<file path="src/rtl/nfc_pkg.sv">
// shared constants, command codes and types of the nand flash host controller
package nfc_pkg;
  // ==========================================================================
  // timing
  localparam int         CLK_NS      = 8;
  localparam int         STROBE_NS   = 25;
  localparam int         REA_NS      = 25;
  localparam int         WB_NS       = 100;
  localparam int         SYNC_STAGES = 3;
  localparam logic [7:0] STROBE_CYC  = 8'((STROBE_NS + CLK_NS - 1) / CLK_NS);
  localparam logic [7:0] READ_CYC    = 8'((REA_NS + CLK_NS - 1) / CLK_NS + SYNC_STAGES);
  localparam logic [7:0] WB_CYC      = 8'((WB_NS + CLK_NS - 1) / CLK_NS);

  // ==========================================================================
  // array geometry and buffering
  localparam int          BLOCKS          = 4096;
  localparam int          PAGES_PER_BLOCK = 64;
  localparam logic [11:0] PAGE_BYTES      = 12'h840;
  localparam logic [11:0] STATUS_LEN      = 12'h001;
  localparam int          FIFO_WIDTH      = 8;
  localparam int          FIFO_DEPTH      = 32;

  // ==========================================================================
  // command codes
  localparam logic [7:0] CMD_READ_SETUP  = 8'h00;
  localparam logic [7:0] CMD_READ_GO     = 8'h30;
  localparam logic [7:0] CMD_PROG_SETUP  = 8'h80;
  localparam logic [7:0] CMD_PROG_GO     = 8'h10;
  localparam logic [7:0] CMD_ERASE_SETUP = 8'h60;
  localparam logic [7:0] CMD_ERASE_GO    = 8'hD0;
  localparam logic [7:0] CMD_RESET       = 8'hFF;
  localparam logic [7:0] CMD_STATUS      = 8'h70;

  // ==========================================================================
  // address cycles
  localparam logic [2:0] ADDR_FIRST_COL = 3'h0;
  localparam logic [2:0] ADDR_COL_HI    = 3'h1;
  localparam logic [2:0] ADDR_FIRST_ROW = 3'h2;
  localparam logic [2:0] ADDR_ROW_MID   = 3'h3;
  localparam logic [2:0] ADDR_LAST      = 3'h4;
  localparam logic [7:0] COL_HI_MASK    = 8'h0F;
  localparam logic [7:0] ROW_HI_MASK    = 8'h03;

  // ==========================================================================
  // types
  typedef enum logic [2:0] {
    OP_READ   = 3'h0,
    OP_PROG   = 3'h1,
    OP_ERASE  = 3'h2,
    OP_RESET  = 3'h3,
    OP_STATUS = 3'h4
  } nfc_op_type;

  typedef struct packed {
    nfc_op_type  op;
    logic [11:0] len;
    logic [23:0] row;
    logic [15:0] col;
  } nfc_cmd_type;

  typedef enum logic [3:0] {
    ST_IDLE    = 4'h0,
    ST_CMD1    = 4'h1,
    ST_ADDR    = 4'h2,
    ST_DATA_W  = 4'h3,
    ST_DATA_WS = 4'h4,
    ST_CMD2    = 4'h5,
    ST_WAIT_WB = 4'h6,
    ST_WAIT_RB = 4'h7,
    ST_DATA_R  = 4'h8,
    ST_DONE    = 4'h9
  } nfc_state_type;
endpackage

</file>
<file path="src/rtl/nfc_host.sv">
// nand flash host controller: write-data fifo and pin sequencer
`timescale 1ns/1ps

// ============================================================================
// write-data fifo
module nfc_fifo #(
  parameter int WIDTH = 8,
  parameter int DEPTH = 32
) (
  input  wire logic             i_clock,
  input  wire logic             i_rst,
  input  wire logic             i_ce,
  input  wire logic             i_wr_valid,
  input  wire logic [WIDTH-1:0] i_wr_data,
  output logic                  o_wr_ready,
  output logic                  o_rd_valid,
  output logic      [WIDTH-1:0] o_rd_data,
  input  wire logic             i_rd_ready
);
  localparam int AW = $clog2(DEPTH);

  typedef struct packed {
    logic [AW-1:0] wp;
    logic [AW-1:0] rp;
    logic [AW:0]   cnt;
    logic          ready;
    logic          valid;
  } nfc_fifo_state_type;

  nfc_fifo_state_type s;
  nfc_fifo_state_type n;
  logic [WIDTH-1:0]   mem [DEPTH];
  logic               push;
  logic               pop;

  always_comb begin
    n    = s;
    push = i_wr_valid && s.ready;
    pop  = i_rd_ready && s.valid;
    if (push) begin
      n.wp = s.wp + AW'(1);
    end
    if (pop) begin
      n.rp = s.rp + AW'(1);
    end
    n.cnt   = s.cnt + (AW+1)'(push) - (AW+1)'(pop);
    // flags kept in flops so both handshakes come straight off registers
    n.ready = (n.cnt != (AW+1)'(DEPTH));
    n.valid = (n.cnt != '0);
  end

  always_ff @(posedge i_clock or posedge i_rst) begin
    if (i_rst) begin
      s       <= '0;
      s.ready <= 1'b1;
    end else if (i_ce) begin
      s <= n;
    end
  end

  always_ff @(posedge i_clock) begin
    if (i_ce && push) begin
      mem[s.wp] <= i_wr_data;
    end
  end

  assign o_wr_ready = s.ready;
  assign o_rd_valid = s.valid;
  assign o_rd_data  = mem[s.rp];
endmodule

// ============================================================================
// pin sequencer
// How it works
// - with command latch high, our byte is taken at the write strobe rise
// - with address latch high, our byte is taken at the write strobe rise
// - every byte we send is held on the bus across the strobe rise
// - stored data needs ecc correcting 4 bits per 512 bytes; this controller corrects nothing, ecc must be in the user stream
// - reset and status are one cycle; read, program, erase take two
module nfc_host (
  input  wire logic                 i_clock,
  input  wire logic                 i_rst,
  input  wire logic                 i_ce,
  input  wire logic                 i_cmd_valid,
  input  wire nfc_pkg::nfc_cmd_type i_cmd,
  output logic                      o_cmd_ready,
  output logic                      o_done,
  input  wire logic                 i_wr_valid,
  input  wire logic [7:0]           i_wr_data,
  output logic                      o_wr_ready,
  output logic                      o_rd_valid,
  output logic      [7:0]           o_rd_data,
  input  wire logic                 i_rd_ready,
  output logic                      o_cle,
  output logic                      o_ale,
  output logic                      o_ce_n,
  output logic                      o_we_n,
  output logic                      o_read_strobe_n,
  output logic                      o_wp_n,
  output logic      [7:0]           o_bus_io_out,
  output logic                      o_bus_io_oe,
  input  wire logic [7:0]           i_bus_io_in,
  input  wire logic                 i_rb_n
);
  typedef struct packed {
    nfc_pkg::nfc_state_type st;
    logic                   ph;
    logic [7:0]             cnt;
    logic [2:0]             acnt;
    logic [11:0]            idx;
    nfc_pkg::nfc_cmd_type   cmd;
    logic                   cle;
    logic                   ale;
    logic                   ce_n;
    logic                   we_n;
    logic                   re_n;
    logic                   wp_n;
    logic [7:0]             io_out;
    logic                   io_oe;
    logic                   cmd_ready;
    logic                   rd_valid;
    logic                   done;
    logic [7:0]             rd_data;
    logic [2:0]             rb_s;
    logic                   rb_ok;
    logic [7:0]             io_s0;
    logic [7:0]             io_s1;
    logic [7:0]             io_s2;
  } nfc_host_state_type;

  nfc_host_state_type s;
  nfc_host_state_type n;
  logic               f_valid;
  logic [7:0]         f_data;
  logic               pop;
  logic               wgo;
  logic               wr_fin;
  logic               rd_fin;

  // ==========================================================================
  // byte encoders
  function automatic logic [7:0] first_code(input nfc_pkg::nfc_op_type op);
    case (op)
      nfc_pkg::OP_READ:  first_code = nfc_pkg::CMD_READ_SETUP;
      nfc_pkg::OP_PROG:  first_code = nfc_pkg::CMD_PROG_SETUP;
      nfc_pkg::OP_ERASE: first_code = nfc_pkg::CMD_ERASE_SETUP;
      nfc_pkg::OP_RESET: first_code = nfc_pkg::CMD_RESET;
      default:           first_code = nfc_pkg::CMD_STATUS;
    endcase
  endfunction

  function automatic logic [7:0] second_code(input nfc_pkg::nfc_op_type op);
    case (op)
      nfc_pkg::OP_PROG:  second_code = nfc_pkg::CMD_PROG_GO;
      nfc_pkg::OP_ERASE: second_code = nfc_pkg::CMD_ERASE_GO;
      default:           second_code = nfc_pkg::CMD_READ_GO;
    endcase
  endfunction

  // unused high address bits forced low; device ignores extra cycles anyway
  function automatic logic [7:0] addr_byte(input logic [2:0] a,
                                           input nfc_pkg::nfc_cmd_type c);
    case (a)
      nfc_pkg::ADDR_FIRST_COL: addr_byte = c.col[7:0];
      nfc_pkg::ADDR_COL_HI:    addr_byte = c.col[15:8] & nfc_pkg::COL_HI_MASK;
      nfc_pkg::ADDR_FIRST_ROW: addr_byte = c.row[7:0];
      nfc_pkg::ADDR_ROW_MID:   addr_byte = c.row[15:8];
      default:                 addr_byte = c.row[23:16] & nfc_pkg::ROW_HI_MASK;
    endcase
  endfunction

  // ==========================================================================
  // sequencer
  always_comb begin
    n          = s;
    pop        = 1'b0;
    n.rd_valid = 1'b0;
    n.done     = 1'b0;
    n.io_oe    = 1'b0;
    n.wp_n     = 1'b1;
    n.rb_s     = {s.rb_s[1:0], i_rb_n}; // always driven, no float case
    if (s.rb_s[1] == s.rb_s[2]) begin
      n.rb_ok = s.rb_s[2];
    end
    n.io_s0 = i_bus_io_in;
    n.io_s1 = s.io_s0;
    n.io_s2 = s.io_s1;
    wgo     = (s.st == nfc_pkg::ST_CMD1) || (s.st == nfc_pkg::ST_ADDR) ||
              (s.st == nfc_pkg::ST_DATA_WS) || (s.st == nfc_pkg::ST_CMD2);
    wr_fin  = wgo && s.ph && (s.cnt == nfc_pkg::STROBE_CYC - 8'h01);
    rd_fin  = s.ph && (s.cnt == nfc_pkg::STROBE_CYC - 8'h01);

    // write cycle: drive byte, strobe low, rise latches it, then hold
    if (wgo) begin
      n.io_oe = 1'b1;
      case (s.st)
        nfc_pkg::ST_CMD1: n.io_out = first_code(s.cmd.op);
        nfc_pkg::ST_ADDR: n.io_out = addr_byte(s.acnt, s.cmd);
        nfc_pkg::ST_CMD2: n.io_out = second_code(s.cmd.op);
        default:          n.io_out = s.io_out;
      endcase
      n.cnt = s.cnt + 8'h01;
      if (!s.ph) begin
        n.we_n = 1'b0;
        if (s.cnt == nfc_pkg::STROBE_CYC - 8'h01) begin
          n.we_n = 1'b1;
          n.ph   = 1'b1;
          n.cnt  = 8'h00;
        end
      end else if (wr_fin) begin
        n.ph  = 1'b0;
        n.cnt = 8'h00;
      end
    end

    case (s.st)
      nfc_pkg::ST_IDLE: begin
        // page 0 is read by command, never assumed preloaded
        n.ce_n = 1'b1;
        if (i_cmd_valid && s.cmd_ready) begin
          n.cmd  = i_cmd;
          n.st   = nfc_pkg::ST_CMD1;
          n.ce_n = 1'b0;
          n.ph   = 1'b0;
          n.cnt  = 8'h00;
          n.idx  = 12'h000;
          n.acnt = (i_cmd.op == nfc_pkg::OP_ERASE) ? nfc_pkg::ADDR_FIRST_ROW
                                                   : nfc_pkg::ADDR_FIRST_COL;
          if (i_cmd.op == nfc_pkg::OP_STATUS) begin
            n.cmd.len = nfc_pkg::STATUS_LEN;
          end
        end
      end
      nfc_pkg::ST_CMD1: begin
        if (wr_fin) begin
          if (s.cmd.op == nfc_pkg::OP_RESET || s.cmd.op == nfc_pkg::OP_STATUS) begin
            n.st = nfc_pkg::ST_WAIT_WB;
          end else begin
            n.st = nfc_pkg::ST_ADDR;
          end
        end
      end
      nfc_pkg::ST_ADDR: begin
        if (wr_fin) begin
          if (s.acnt != nfc_pkg::ADDR_LAST) begin
            n.acnt = s.acnt + 3'h1;
          end else if (s.cmd.op == nfc_pkg::OP_PROG) begin
            n.st = nfc_pkg::ST_DATA_W;
          end else begin
            n.st = nfc_pkg::ST_CMD2;
          end
        end
      end
      nfc_pkg::ST_DATA_W: begin
        // ecc parity must already be in the user stream
        // every program reloads from the fifo; no cache or copy-back
        if (s.idx == s.cmd.len) begin
          n.st = nfc_pkg::ST_CMD2;
        end else if (f_valid) begin
          pop      = 1'b1;
          n.io_out = f_data;
          n.st     = nfc_pkg::ST_DATA_WS;
        end
      end
      nfc_pkg::ST_DATA_WS: begin
        if (wr_fin) begin
          n.idx = s.idx + 12'h001;
          n.st  = nfc_pkg::ST_DATA_W;
        end
      end
      nfc_pkg::ST_CMD2: begin
        if (wr_fin) begin
          n.st = nfc_pkg::ST_WAIT_WB;
        end
      end
      nfc_pkg::ST_WAIT_WB: begin
        // busy only shows after a delay, so do not look at it early
        // chip select stays low over the whole busy wait
        n.cnt = s.cnt + 8'h01;
        if (s.cnt == nfc_pkg::WB_CYC - 8'h01) begin
          n.cnt = 8'h00;
          n.st  = (s.cmd.op == nfc_pkg::OP_STATUS) ? nfc_pkg::ST_DATA_R
                                                   : nfc_pkg::ST_WAIT_RB;
        end
      end
      nfc_pkg::ST_WAIT_RB: begin
        // no time limit: page load, program and erase times vary
        if (s.rb_ok) begin
          n.st = (s.cmd.op == nfc_pkg::OP_READ) ? nfc_pkg::ST_DATA_R : nfc_pkg::ST_DONE;
        end
      end
      nfc_pkg::ST_DATA_R: begin
        if (!s.ph) begin
          if (s.cnt == 8'h00 && s.idx == s.cmd.len) begin
            n.st = nfc_pkg::ST_DONE;
          end else if (s.cnt != 8'h00 || i_rd_ready) begin
            n.re_n = 1'b0;
            n.cnt  = s.cnt + 8'h01;
            if (s.cnt == nfc_pkg::READ_CYC - 8'h01) begin
              // long low phase covers access time plus the synchroniser
              n.rd_data  = s.io_s2;
              n.rd_valid = 1'b1;
              n.re_n     = 1'b1;
              n.ph       = 1'b1;
              n.cnt      = 8'h00;
            end
          end
        end else begin
          n.cnt = s.cnt + 8'h01;
          if (rd_fin) begin
            n.idx = s.idx + 12'h001;
            n.ph  = 1'b0;
            n.cnt = 8'h00;
          end
        end
      end
      nfc_pkg::ST_DONE: begin
        n.done = 1'b1;
        n.ce_n = 1'b1;
        n.st   = nfc_pkg::ST_IDLE;
      end
      default: begin
        n.st = nfc_pkg::ST_IDLE;
      end
    endcase
    n.cle       = (n.st == nfc_pkg::ST_CMD1) || (n.st == nfc_pkg::ST_CMD2);
    n.ale       = (n.st == nfc_pkg::ST_ADDR);
    n.cmd_ready = (n.st == nfc_pkg::ST_IDLE) && (s.st == nfc_pkg::ST_IDLE) && !n.done;
  end

  always_ff @(posedge i_clock or posedge i_rst) begin
    if (i_rst) begin
      s      <= '0;
      s.ce_n <= 1'b1;
      s.we_n <= 1'b1;
      s.re_n <= 1'b1;
    end else if (i_ce) begin
      s <= n;
    end
  end

  // ==========================================================================
  // write-data buffer
  nfc_fifo #(
    .WIDTH (nfc_pkg::FIFO_WIDTH),
    .DEPTH (nfc_pkg::FIFO_DEPTH)
  ) u_fifo (
    .i_clock    (i_clock),
    .i_rst      (i_rst),
    .i_ce       (i_ce),
    .i_wr_valid (i_wr_valid),
    .i_wr_data  (i_wr_data),
    .o_wr_ready (o_wr_ready),
    .o_rd_valid (f_valid),
    .o_rd_data  (f_data),
    .i_rd_ready (pop)
  );

  assign o_cmd_ready     = s.cmd_ready;
  assign o_done          = s.done;
  assign o_rd_valid      = s.rd_valid;
  assign o_rd_data       = s.rd_data;
  assign o_cle           = s.cle;
  assign o_ale           = s.ale;
  assign o_ce_n          = s.ce_n;
  assign o_we_n          = s.we_n;
  assign o_read_strobe_n = s.re_n;
  assign o_wp_n          = s.wp_n;
  assign o_bus_io_out    = s.io_out;
  assign o_bus_io_oe     = s.io_oe;
endmodule

</file>
<file path="config.mk">
export PLATFORM = sky130hd
export DESIGN_NAME = nfc_host
export DESIGN_NICKNAME = d
export VERILOG_FILES = /design/src/rtl/nfc_pkg.sv /design/src/rtl/nfc_host.sv
export SDC_FILE = /design/constraint.sdc
export NUM_CORES = 1
export LEC_CHECK = 0
export ABC_AREA = 1
export BUFFER_PORTS_ARGS = -buffer_cell sky130_fd_sc_hd__buf_2
export CAP_MARGIN = 20
export CORE_ASPECT_RATIO = 0.75
export CORE_UTILIZATION = 37
export CTS_CLUSTER_SIZE = 8
export DETAILED_ROUTE_END_ITERATION = 10
export SLEW_MARGIN = 15
export SYNTH_ARGS = -nofsm -noshare
export SYNTH_HDL_FRONTEND = slang
export SYNTH_SLANG_ARGS = --single-unit
</file>
<file path="constraint.sdc">
create_clock -name i_clock -period 6.99 [get_ports i_clock]
set_input_delay 0.3495 -clock i_clock [delete_from_list [all_inputs] [get_ports i_clock]]
set_output_delay 0.3495 -clock i_clock [all_outputs]
set_load 0.005 [all_outputs]
</file>
==> results.sh, run 1 <==
export IMPL_status="completed"
export IMPL_grt_pass1_vias=12742
export IMPL_vias=13260
export IMPL_cts_tree="done"
export IMPL_layout_commonest_cell="nand2_1"
export IMPL_path_class="reg -> reg"
export IMPL_initial_core_util_pct=37.5
export IMPL_hpwl_mm=28.5
export IMPL_critPathRequiredTime_ps=7460
export IMPL_max_freq_mhz=286
export IMPL_yosysUniqueCellTypes=53
export IMPL_synthAdderAreaFrac_pct=1.48
export IMPL_root_buffer="clkbuf_16"
export IMPL_dieArea_um2=50200
export IMPL_report_final_slew_viol_count=0
export IMPL_syn_nets=1925
export IMPL_synth_xor_area_share_pct=1.20
export IMPL_h_tree_depth=2
export IMPL_die_w_um=258
export IMPL_ys_warn_count=0
export IMPL_drc=0
export IMPL_cpMaxStageDelayCell="dfrtp_1"
export IMPL_ys_seq_elements=401
export IMPL_p_leak_nw=8.49
export IMPL_hp_class="in -> reg"
export IMPL_fin_crit_sh_pct=50.0
export IMPL_synth_compound_area_share_pct=11.7
export IMPL_path_buf_inv=4
export IMPL_grt_total_usage_pct=18.4
export IMPL_pin_count=105
export IMPL_synthToLayoutAreaGrowth_pct=16.8
export IMPL_grt_first_pass_wirelength_mm=72.3
export IMPL_mappedNetlistArea_um2=18200
export IMPL_drt_pass1_iter_count=5
export IMPL_gp_congestion=0.901
export IMPL_ir_drop_mv=0.181
export IMPL_cp_arrival_ps=3960
export IMPL_p_per_area_nw_per_um2=328
export IMPL_grt_start_max_net_pins=90
export IMPL_path_max_fanout=9
export IMPL_synthCells=1826
export IMPL_drt_initial_drc_count=1243
export IMPL_crit_family="simple AND/OR/NAND/NOR gates"
export IMPL_coreArea_um2=48700
export IMPL_cts_sinks=401
export IMPL_ys_seq_area_share_pct=62.0
export IMPL_cts_reportedPaths_clkPinSlew_ps=50
export IMPL_clockBufferDepth=3
export IMPL_final_cell_mix="nand2_1 (381), edfxtp_1 (256), nor2_1 (237)"
export IMPL_max_cap_viol_count=0
export IMPL_synth_mux_area_share_pct=0.0617
export IMPL_routed_wl_mm=45.4
export IMPL_whs_ps=26.7
export IMPL_routed_via_density=5.03
export IMPL_max_slew_margin_pct=30.1
export IMPL_worstMarginPinSlew_ps=1040
export IMPL_clock_latency_ps=630
export IMPL_port_buffers=94
export IMPL_postSynthAreaPerCell_um2=9.99
export IMPL_period_needed_ps=3490
export IMPL_synth_simple_area_share_pct=18.0
export IMPL_setup_tns_ps=0
export IMPL_antenna_left=0
export IMPL_cts_buffers=56
export IMPL_antenna_found_initial=0
export IMPL_path_cells="inv_1 > nand2_1 > nand2_1 > nand3_1 > nor2_1 > nand3_1 > nand2_2 > inv_4 > ha_1 > inv_1 > ha_1 > inv_1 > fa_1 > o221ai_1 > xnor2_1 > nand3_1 > nand2_1 > o211ai_1"
export IMPL_worstSetupStartpointType="flop"
export IMPL_die_h_um=194
export IMPL_rsz0062_at_grt="false"
export IMPL_fin_worst_skew_ps=44.2
export IMPL_layout_drive_gt1_share_pct=11.9
export IMPL_endpoint_kind="flop"
export IMPL_grt_ovfl_total=0
export IMPL_avgRoutedWirePerCell_um=17.2
export IMPL_hold_viol_final=0
export IMPL_synth_top_family_by_area="simple AND/OR/NAND/NOR gates"
export IMPL_power_mw=6.99
export IMPL_num_rows=70
export IMPL_final_nets=2047
export IMPL_fill_cells=4659
export IMPL_final_setup_viol_count=0
export IMPL_diodes=0
export IMPL_max_stage_delay_ps=450
worst min-delay path: stages:
cell	delay, ps
buf_2	80
nand2_1	80
nand2_1	80
routing by layer:
| layer | wire (µm) | track usage [%] |
|---|---|---|
| met1 | 22000 | 28.2 |
| met3 | 3050 | 3.34 |
| met5 | 0 | 0 |
| met2 | 19500 | 26.2 |
| met4 | 827 | 5.04 |
metrics by stage:
step	setup slack (ps)	util, %	cell area (µm²)	instances
2_1_floorplan	2750	-	18200	1826
3_3_place_gp	3550	39.3	19100	2484
3_5_place_dp	3550	39.3	19200	2485
4_1_cts	3520	43.8	21300	2634
5_1_grt	3210	43.8	21300	2634
6_report	3500	43.8	21300	2634
cells by family (layout without fill, tap and decap cells):
logic type / count (synthesis) / after routing
AOI/OAI and AO/OA: 375 / 375
adders and majority gates: 21 / 21
and+or+nand+nor: 770 / 770
muxes: 1 / 1
buffers and inverters: 233 / 393
DFF: 401 / 401
xor gates and xnor gates: 25 / 25
power by group:
| part | internal (mW) | switching, mW | total, mW |
|---|---|---|---|
| Sequential | 2.84 | 0.247 | 3.08 |
| Combinational | 0.494 | 0.908 | 1.40 |
| Clock | 1.50 | 1.00 | 2.50 |
Yosys cell counts, drive strengths merged:
master  instances  area [µm²]
nor2          248        1010
dfstp           4         105
xnor2           9        78.8
nor3           14        90.1
fa              1        20.0
o21a            2        15.0
a41oi           1        8.76
edfxtp        256        7690
a21boi          1        7.51
nand2         392        1520
xor2           16         140
clkinv          4        15.0
or2             4        25.0
o211ai         34         255
a21oi          32         164
a31oi           9        56.3
o21ai         247        1300
nand4          15         100
o22ai          40         250
o21bai          2        15.0
o221ai          3        26.3
inv           134         508
buf            46         304
mux2            1        11.3
a211oi          3        27.5
clkbuf         49         184
nand3b          1        7.51
nor4            2        12.5
dfrtp         141        3530
nand3          92         495
o31ai           1        7.51
ha             20         250
nor3b           2        15.0
flip-flops by register name, indices dropped and copies added, names as in the netlist:
register           count
o_wp_n                 1
o_read_strobe_n        1
u_fifo.o_wr_ready      1
u_fifo.o_rd_valid      1
u_fifo.s              16
n                     18
o_bus_io_out           8
o_rd_valid             1
o_cle                  1
o_cmd_ready            1
o_we_n                 1
o_done                 1
o_ale                  1
s                     83
o_bus_io_oe            1
u_fifo.mem           256
o_rd_data              8
o_ce_n                 1
path summary, 6_finish.rpt:
kind	start	end	slack [ps]	depth (start not counted)
max reg2reg	s[114]	u_fifo.o_rd_valid	3500	18
min reg2reg	o_read_strobe_n	o_read_strobe_n	460	2
min	i_cmd[5]	s[59]	30	3
max	s[114]	u_fifo.o_rd_valid	3500	18
max in group asynchronous	i_rst	s[116]	5160	4
min in group asynchronous	i_rst	s[85]	430	3
what timing repair did:
item                                   4_1_cts  5_1_grt
hold buffers                                53        0
setup buffers                                0        0
gates resized for setup                      0        0
endpoints found under the hold margin      128        0
cell type report:
type	instances	area, µm²	area share [%]
sequential	401	11300	53.2
multi-input combinational	1192	5920	27.8
clock buffer	92	1550	7.26
timing repair buffer	159	1100	5.16
tap	648	811	3.81
inverter	138	529	2.48
clock inverter	4	76.3	0.358
Power figures use the tool's default switching activity.
==> inputs of run 2 (changes only) <==
Clock period 6.99 ns to 3.57 ns, I/O delays scaled along.
==> results.sh, run 2 (same netlist as run 1, synthesis figures left out) <==
export IMPL_antenna_left=0
export IMPL_seqPwrFrac_pct=44.0
export IMPL_dieArea_um2=50200
export IMPL_max_slew_margin_pct=40.4
export IMPL_setup_tns_ps=0
export IMPL_max_stage_delay_ps=440
export IMPL_grt_start_max_net_pins=89
export IMPL_antenna_found_initial=0
export IMPL_internal_power_mw=9.48
export IMPL_hold_start="i_wr_valid"
export IMPL_fin_ws_ps=351
export IMPL_drc=0
export IMPL_max_freq_mhz=311
export IMPL_placed_cell_area_um2=19300
export IMPL_final_nets=2063
export IMPL_fin_crit_sh_pct=90.2
export IMPL_cts_buffers=56
export IMPL_crit_start="s[135]"
export IMPL_p_switching_mw=4.25
export IMPL_cts_tree="done"
export IMPL_fin_util_pct=44.1
export IMPL_synthToLayoutAreaGrowth_pct=17.6
export IMPL_cp_arrival_ps=3680
export IMPL_clockBufferDepth=3
export IMPL_cts_reportedPaths_clkPinSlew_ps=60
export IMPL_whs_ps=40.5
export IMPL_stdcell_area_um2=21500
export IMPL_cts_resized=0
export IMPL_dp_slack_ps=406
export IMPL_hp_class="in -> reg"
export IMPL_root_buffer="clkbuf_16"
export IMPL_report_final_slew_viol_count=0
export IMPL_avgRoutedWirePerCell_um=17.6
export IMPL_vias=13516
export IMPL_routed_wl_mm=46.8
export IMPL_final_cells=2655
export IMPL_switching_share_pct=30.9
export IMPL_routed_via_density=5.09
export IMPL_fill_cells=4711
export IMPL_final_cell_mix="nand2_1 (381), edfxtp_1 (256), nor2_1 (237)"
export IMPL_ff2ff_setup_slack_ps=350
export IMPL_diodes=0
export IMPL_p_comb_share_pct=20.2
export IMPL_power_frac_clock_pct=35.8
export IMPL_status="completed"
export IMPL_whs_path_depth=5
export IMPL_coreArea_um2=48700
export IMPL_layout_commonest_cell="nand2_1"
export IMPL_critPathRequiredTime_ps=4030
export IMPL_cts_sinks=401
export IMPL_grt_total_usage_pct=18.8
export IMPL_die_h_um=194
export IMPL_initial_core_util_pct=37.5
export IMPL_fin_worst_skew_ps=33.0
export IMPL_port_buffers=94
export IMPL_grt_ovfl_total=0
export IMPL_grt_pass1_vias=12936
export IMPL_largest_reg_flops=256
export IMPL_hpwl_mm=29.9
export IMPL_gp_congestion=0.885
export IMPL_timing_rr_end="u_fifo.o_rd_valid"
export IMPL_p_per_area_nw_per_um2=639
export IMPL_ir_drop_mv=0.343
export IMPL_placed_cells=2496
export IMPL_regMostFlops="u_fifo.mem"
export IMPL_crit_family="simple AND/OR/NAND/NOR gates"
export IMPL_path_cells="nor2_4 > nand2_1 > nor2_1 > nand2_2 > inv_4 > ha_1 > inv_1 > ha_1 > inv_1 > fa_1 > xnor2_1 > nor3b_1 > nand3_1 > nand2_1 > o211ai_1"
export IMPL_cts_setup_buffers=0
export IMPL_period_needed_ps=3220
export IMPL_rsz0062_at_grt="false"
export IMPL_layout_drive_gt1_share_pct=12.3
export IMPL_path_max_fanout=9
export IMPL_cpMaxStageDelayCell="dfrtp_1"
export IMPL_pin_count=105
export IMPL_drt_initial_drc_count=1221
export IMPL_worstMarginPinSlew_ps=891
export IMPL_worstSetupStartpointType="flop"
export IMPL_path_class="reg -> reg"
export IMPL_final_setup_viol_count=0
export IMPL_num_rows=70
export IMPL_endpoint_kind="flop"
export IMPL_h_tree_depth=2
export IMPL_power_mw=13.7
export IMPL_grt_first_pass_wirelength_mm=73.9
export IMPL_reg2reg_depth=15
export IMPL_drt_pass1_iter_count=5
export IMPL_max_cap_viol_count=0
export IMPL_crit_path_end="u_fifo.o_rd_valid"
export IMPL_hold_viol_final=0
export IMPL_die_w_um=258
export IMPL_path_buf_inv=3
export IMPL_p_leak_nw=8.57
export IMPL_cp_num_cells=15
export IMPL_clock_latency_ps=610
export IMPL_timing_rr_start="s[135]"
[run 2: cell count changes in the layout (fill, tap and decap cells not counted)]
cell / before / now
inv_16: 0 / 1
dlygate4sd3_1: 53 / 58
clkbuf_8: 1 / 0
clkinv_16: 2 / 1
buf_12: 0 / 3
buf_8: 1 / 0
clkbuf_1: 35 / 42
clkinv_4: 0 / 1
buf_4: 11 / 20
inv_6: 2 / 0
[run 2: per-layer routing]
layer  up-vias  GRT usage (%)  routed length, µm
met5         -              0                  0
met4         0           6.27               1230
met3        79           2.75               2620
met2       389           26.9              19900
met1      6535           28.9              23100
li1       6513              -                  -
[run 2: repair_timing]
action | 4_1_cts | 5_1_grt
hold buffers | 58 | 0
setup endpoints to repair | 0 | 0
hold endpoints to repair | 83 | 0
[run 2: final cells by class]
type	instances	area [µm²]	share of cell area (%)
tap	648	811	3.78
inverter	138	528	2.46
sequential	401	11300	52.8
multi-input combinational	1192	5920	27.6
timing repair buffer	175	1260	5.88
clock buffer	98	1560	7.26
clock inverter	3	58.8	0.274
[run 2: worst min path at each step]
stage / to / slack [ps]
final: u_fifo.s[14] / 40
after CTS: u_fifo.s[14] / 7
after global placement: s[87] / 290
after detailed placement: s[87] / 300
after global routing: u_fifo.s[14] / 60
after floorplan: u_fifo.mem[0][0] / 280
[run 2: power by group through the flow]
| stage | logic (mW) | clock network (mW) | registers [mW] |
|---|---|---|---|
| floorplan | 2.06 | 0 | 5.95 |
| global placement | 2.65 | 0 | 6.10 |
| detailed placement | 2.71 | 0 | 6.12 |
| CTS | 2.77 | 5.01 | 6.04 |
| global route | 3.15 | 5.22 | 6.12 |
| finish | 2.77 | 4.91 | 6.04 |
[run 2: tightest hold or removal path: stages]
cell	delay, ps
buf_2	110
nand2_1	90
nor2_2	90
nand2_1	60
o21ai_0	60
==> inputs of run 3 (changes only) <==
Settings changed: SYNTH_HIERARCHICAL set to 1.
==> results.sh, run 3 <==
export IMPL_stdcell_area_um2=22300
export IMPL_synthToLayoutAreaGrowth_pct=16.6
export IMPL_initial_core_util_pct=37.8
export IMPL_layout_drive_gt1_share_pct=10.3
export IMPL_drt_initial_drc_count=1344
export IMPL_max_cap_viol_count=0
export IMPL_layout_commonest_cell="nand2_1"
export IMPL_coreArea_um2=50500
export IMPL_cts_sinks=401
export IMPL_grt_start_max_net_pins=104
export IMPL_ys_warn_count=6
export IMPL_ys_seq_area_share_pct=59.3
export IMPL_num_rows=71
export IMPL_report_final_slew_viol_count=0
export IMPL_synth_compound_area_share_pct=6.15
export IMPL_placed_cells=2769
export IMPL_routed_wl_mm=49.5
export IMPL_cp_arrival_ps=3790
export IMPL_status="completed"
export IMPL_synth_simple_area_share_pct=23.1
export IMPL_h_tree_depth=2
export IMPL_mappedNetlistArea_um2=19100
export IMPL_placed_cell_area_um2=20000
export IMPL_hold_viol_final=0
export IMPL_p_per_area_nw_per_um2=634
export IMPL_path_max_fanout=6
export IMPL_dieArea_um2=52500
export IMPL_cts_buffers=56
export IMPL_die_w_um=264
export IMPL_postSynthAreaPerCell_um2=9.11
export IMPL_antenna_left=0
export IMPL_grt_pass1_vias=13672
export IMPL_final_cells=2924
export IMPL_cts_setup_buffers=0
export IMPL_synth_most_common_cell="nand2_1"
export IMPL_root_buffer="clkbuf_16"
export IMPL_drt_pass1_iter_count=5
export IMPL_endpoint_kind="flop"
export IMPL_grt_ovfl_total=0
export IMPL_pin_count=105
export IMPL_yosysUniqueCellTypes=47
export IMPL_vias=14504
export IMPL_netlist_area_leader_share_pct=40.3
export IMPL_period_needed_ps=3280
export IMPL_cts_tree="done"
export IMPL_grt_total_usage_pct=18.9
export IMPL_ir_drop_mv=0.459
export IMPL_rsz0062_at_grt="false"
export IMPL_clock_latency_ps=640
export IMPL_antenna_found_initial=0
export IMPL_synth_top_family_by_area="simple AND/OR/NAND/NOR gates"
export IMPL_crit_top_cell="nand2_1"
export IMPL_final_setup_viol_count=0
export IMPL_synth_area_leaders="edfxtp_1 (40%), dfrtp_1 (18%), nand2_1 (13%)"
export IMPL_gp_congestion=0.889
export IMPL_setup_tns_ps=0
export IMPL_whs_ps=49.5
export IMPL_synth_top_area_cell="edfxtp_1"
export IMPL_final_nets=2325
export IMPL_largest_reg_flops=256
export IMPL_critPathRequiredTime_ps=4080
export IMPL_clockBufferDepth=3
export IMPL_drc=0
export IMPL_path_class="reg -> reg"
export IMPL_synthAdderAreaFrac_pct=1.42
export IMPL_syn_nets=2194
export IMPL_final_cell_mix="nand2_1 (670), inv_1 (275), edfxtp_1 (256)"
export IMPL_ys_seq_elements=401
export IMPL_fin_worst_skew_ps=52.8
export IMPL_max_freq_mhz=305
export IMPL_cpMaxStageDelayCell="dfrtp_1"
export IMPL_synth_common_cells="nand2_1 (670), inv_1 (276), edfxtp_1 (256), nand3_1 (213), dfrtp_1 (141)"
export IMPL_regMostFlops="u_fifo/mem"
export IMPL_max_slew_margin_pct=33.1
export IMPL_cts_reportedPaths_clkPinSlew_ps=50
export IMPL_hpwl_mm=31.3
export IMPL_avgRoutedWirePerCell_um=16.9
export IMPL_port_buffers=94
export IMPL_diodes=0
export IMPL_synth_mux_area_share_pct=0
export IMPL_fin_util_pct=44.1
export IMPL_fin_crit_sh_pct=91.8
export IMPL_path_cells="inv_1 > nand2_1 > nand2_1 > inv_1 > nand2_1 > nor2_2 > nand3_2 > nand2_1 > inv_1 > nand2_1 > inv_1 > ha_1 > inv_1 > ha_1 > inv_1 > fa_1 > nand3b_1 > nand2_1 > nand2_1 > nand2_1 > nand3_1 > nand2_1 > nand3_1"
export IMPL_max_stage_delay_ps=420
export IMPL_p_leak_nw=9.85
export IMPL_ys_async_sr_fraction_pct=36.2
export IMPL_synth_xor_area_share_pct=1.24
export IMPL_synthCells=2095
export IMPL_die_h_um=199
export IMPL_worstSetupStartpointType="flop"
export IMPL_routed_via_density=4.96
export IMPL_synth_flop_cell="edfxtp_1"
export IMPL_worstMarginPinSlew_ps=1000
export IMPL_synth_edff_count=256
export IMPL_hp_class="in -> reg"
export IMPL_grt_first_pass_wirelength_mm=77.5
==> run 3: cell types whose count changed after synthesis, sizes merged, moves of 3 or more <==
cell	delta
nor4	+3
xor2	+3
o21ai	-117
clkbuf	-27
a21oi	+9
o22ai	-28
buf	+29
nand2	+286
inv	+154
a31oi	-7
nor2	-129
nand3b	+3
nand3	+124
o211ai	-19
==> run 3: worst paths after layout <==
check | startpoint | endpoint | slack, ps | depth (start not counted)
min in group asynchronous | i_rst | o_wp_n | 190 | 3
max in group asynchronous | i_rst | s[113] | 2420 | 4
max | s[112] | u_fifo/o_rd_valid | 290 | 23
max reg2reg | s[112] | u_fifo/o_rd_valid | 290 | 23
min | i_wr_valid | u_fifo/s[14] | 50 | 5
min reg2reg | o_read_strobe_n | o_read_strobe_n | 470 | 2
==> run 3: final cells by class <==
type                       instances  area [µm²]
clock inverter                     4         120
clock buffer                      95        1560
sequential                       401       11300
fill                            4843       28300
timing repair buffer             170        1240
tap                              657         822
inverter                         290        1090
multi-input combinational       1307        6110
==> run 3: logic make-up (layout without fill, tap and decap cells) <==
group | Yosys count | count (layout)
compound gates | 209 | 209
xor+xnor | 27 | 27
fa+ha+maj | 21 | 21
buf+inv | 387 | 559
flops | 401 | 401
simple gates | 1050 | 1050
==> run 3: per-stage QoR <==
| step | setup slack (ps) | power, mW |
|---|---|---|
| CTS | 214 | 14.2 |
| global placement | 211 | 8.99 |
| floorplan | 12.2 | 8.24 |
| finish | 294 | 14.1 |
| global route | 11.3 | 15.0 |
| detailed placement | 192 | 9.07 |
==> run 3: report_power, final <==
| part | leakage, nW | switching [mW] | internal [mW] |
|---|---|---|---|
| Combinational | 4.94 | 2.00 | 1.05 |
| Sequential | 4.11 | 0.456 | 5.57 |
| Clock | 0.791 | 2.02 | 3.02 |
| Total | 9.85 | 4.48 | 9.64 |
==> run 3: routing by layer <==
layer,GRT usage [%],wire length [µm],vias up
li1,-,-,7038
met5,0,0,-
met1,29.3,24500,6985
met4,4.52,782,0
met3,3.39,3360,63
met2,27.0,20800,418
==> run 3: timing repair <==
action,4_1_cts,5_1_grt
hold buffers,56,0
resized for setup,0,2
endpoints found under the setup margin,0,2
endpoints found under the hold margin,127,0
==> run 3: worst max-delay path: cells and delay by family, from the launching register on <==
| kind | cells | cell delay (ps) |
|---|---|---|
| buf+inv | 6 | 490 |
| flops | 1 | 420 |
| simple gates | 14 | 1430 |
| fa+ha+maj | 3 | 850 |
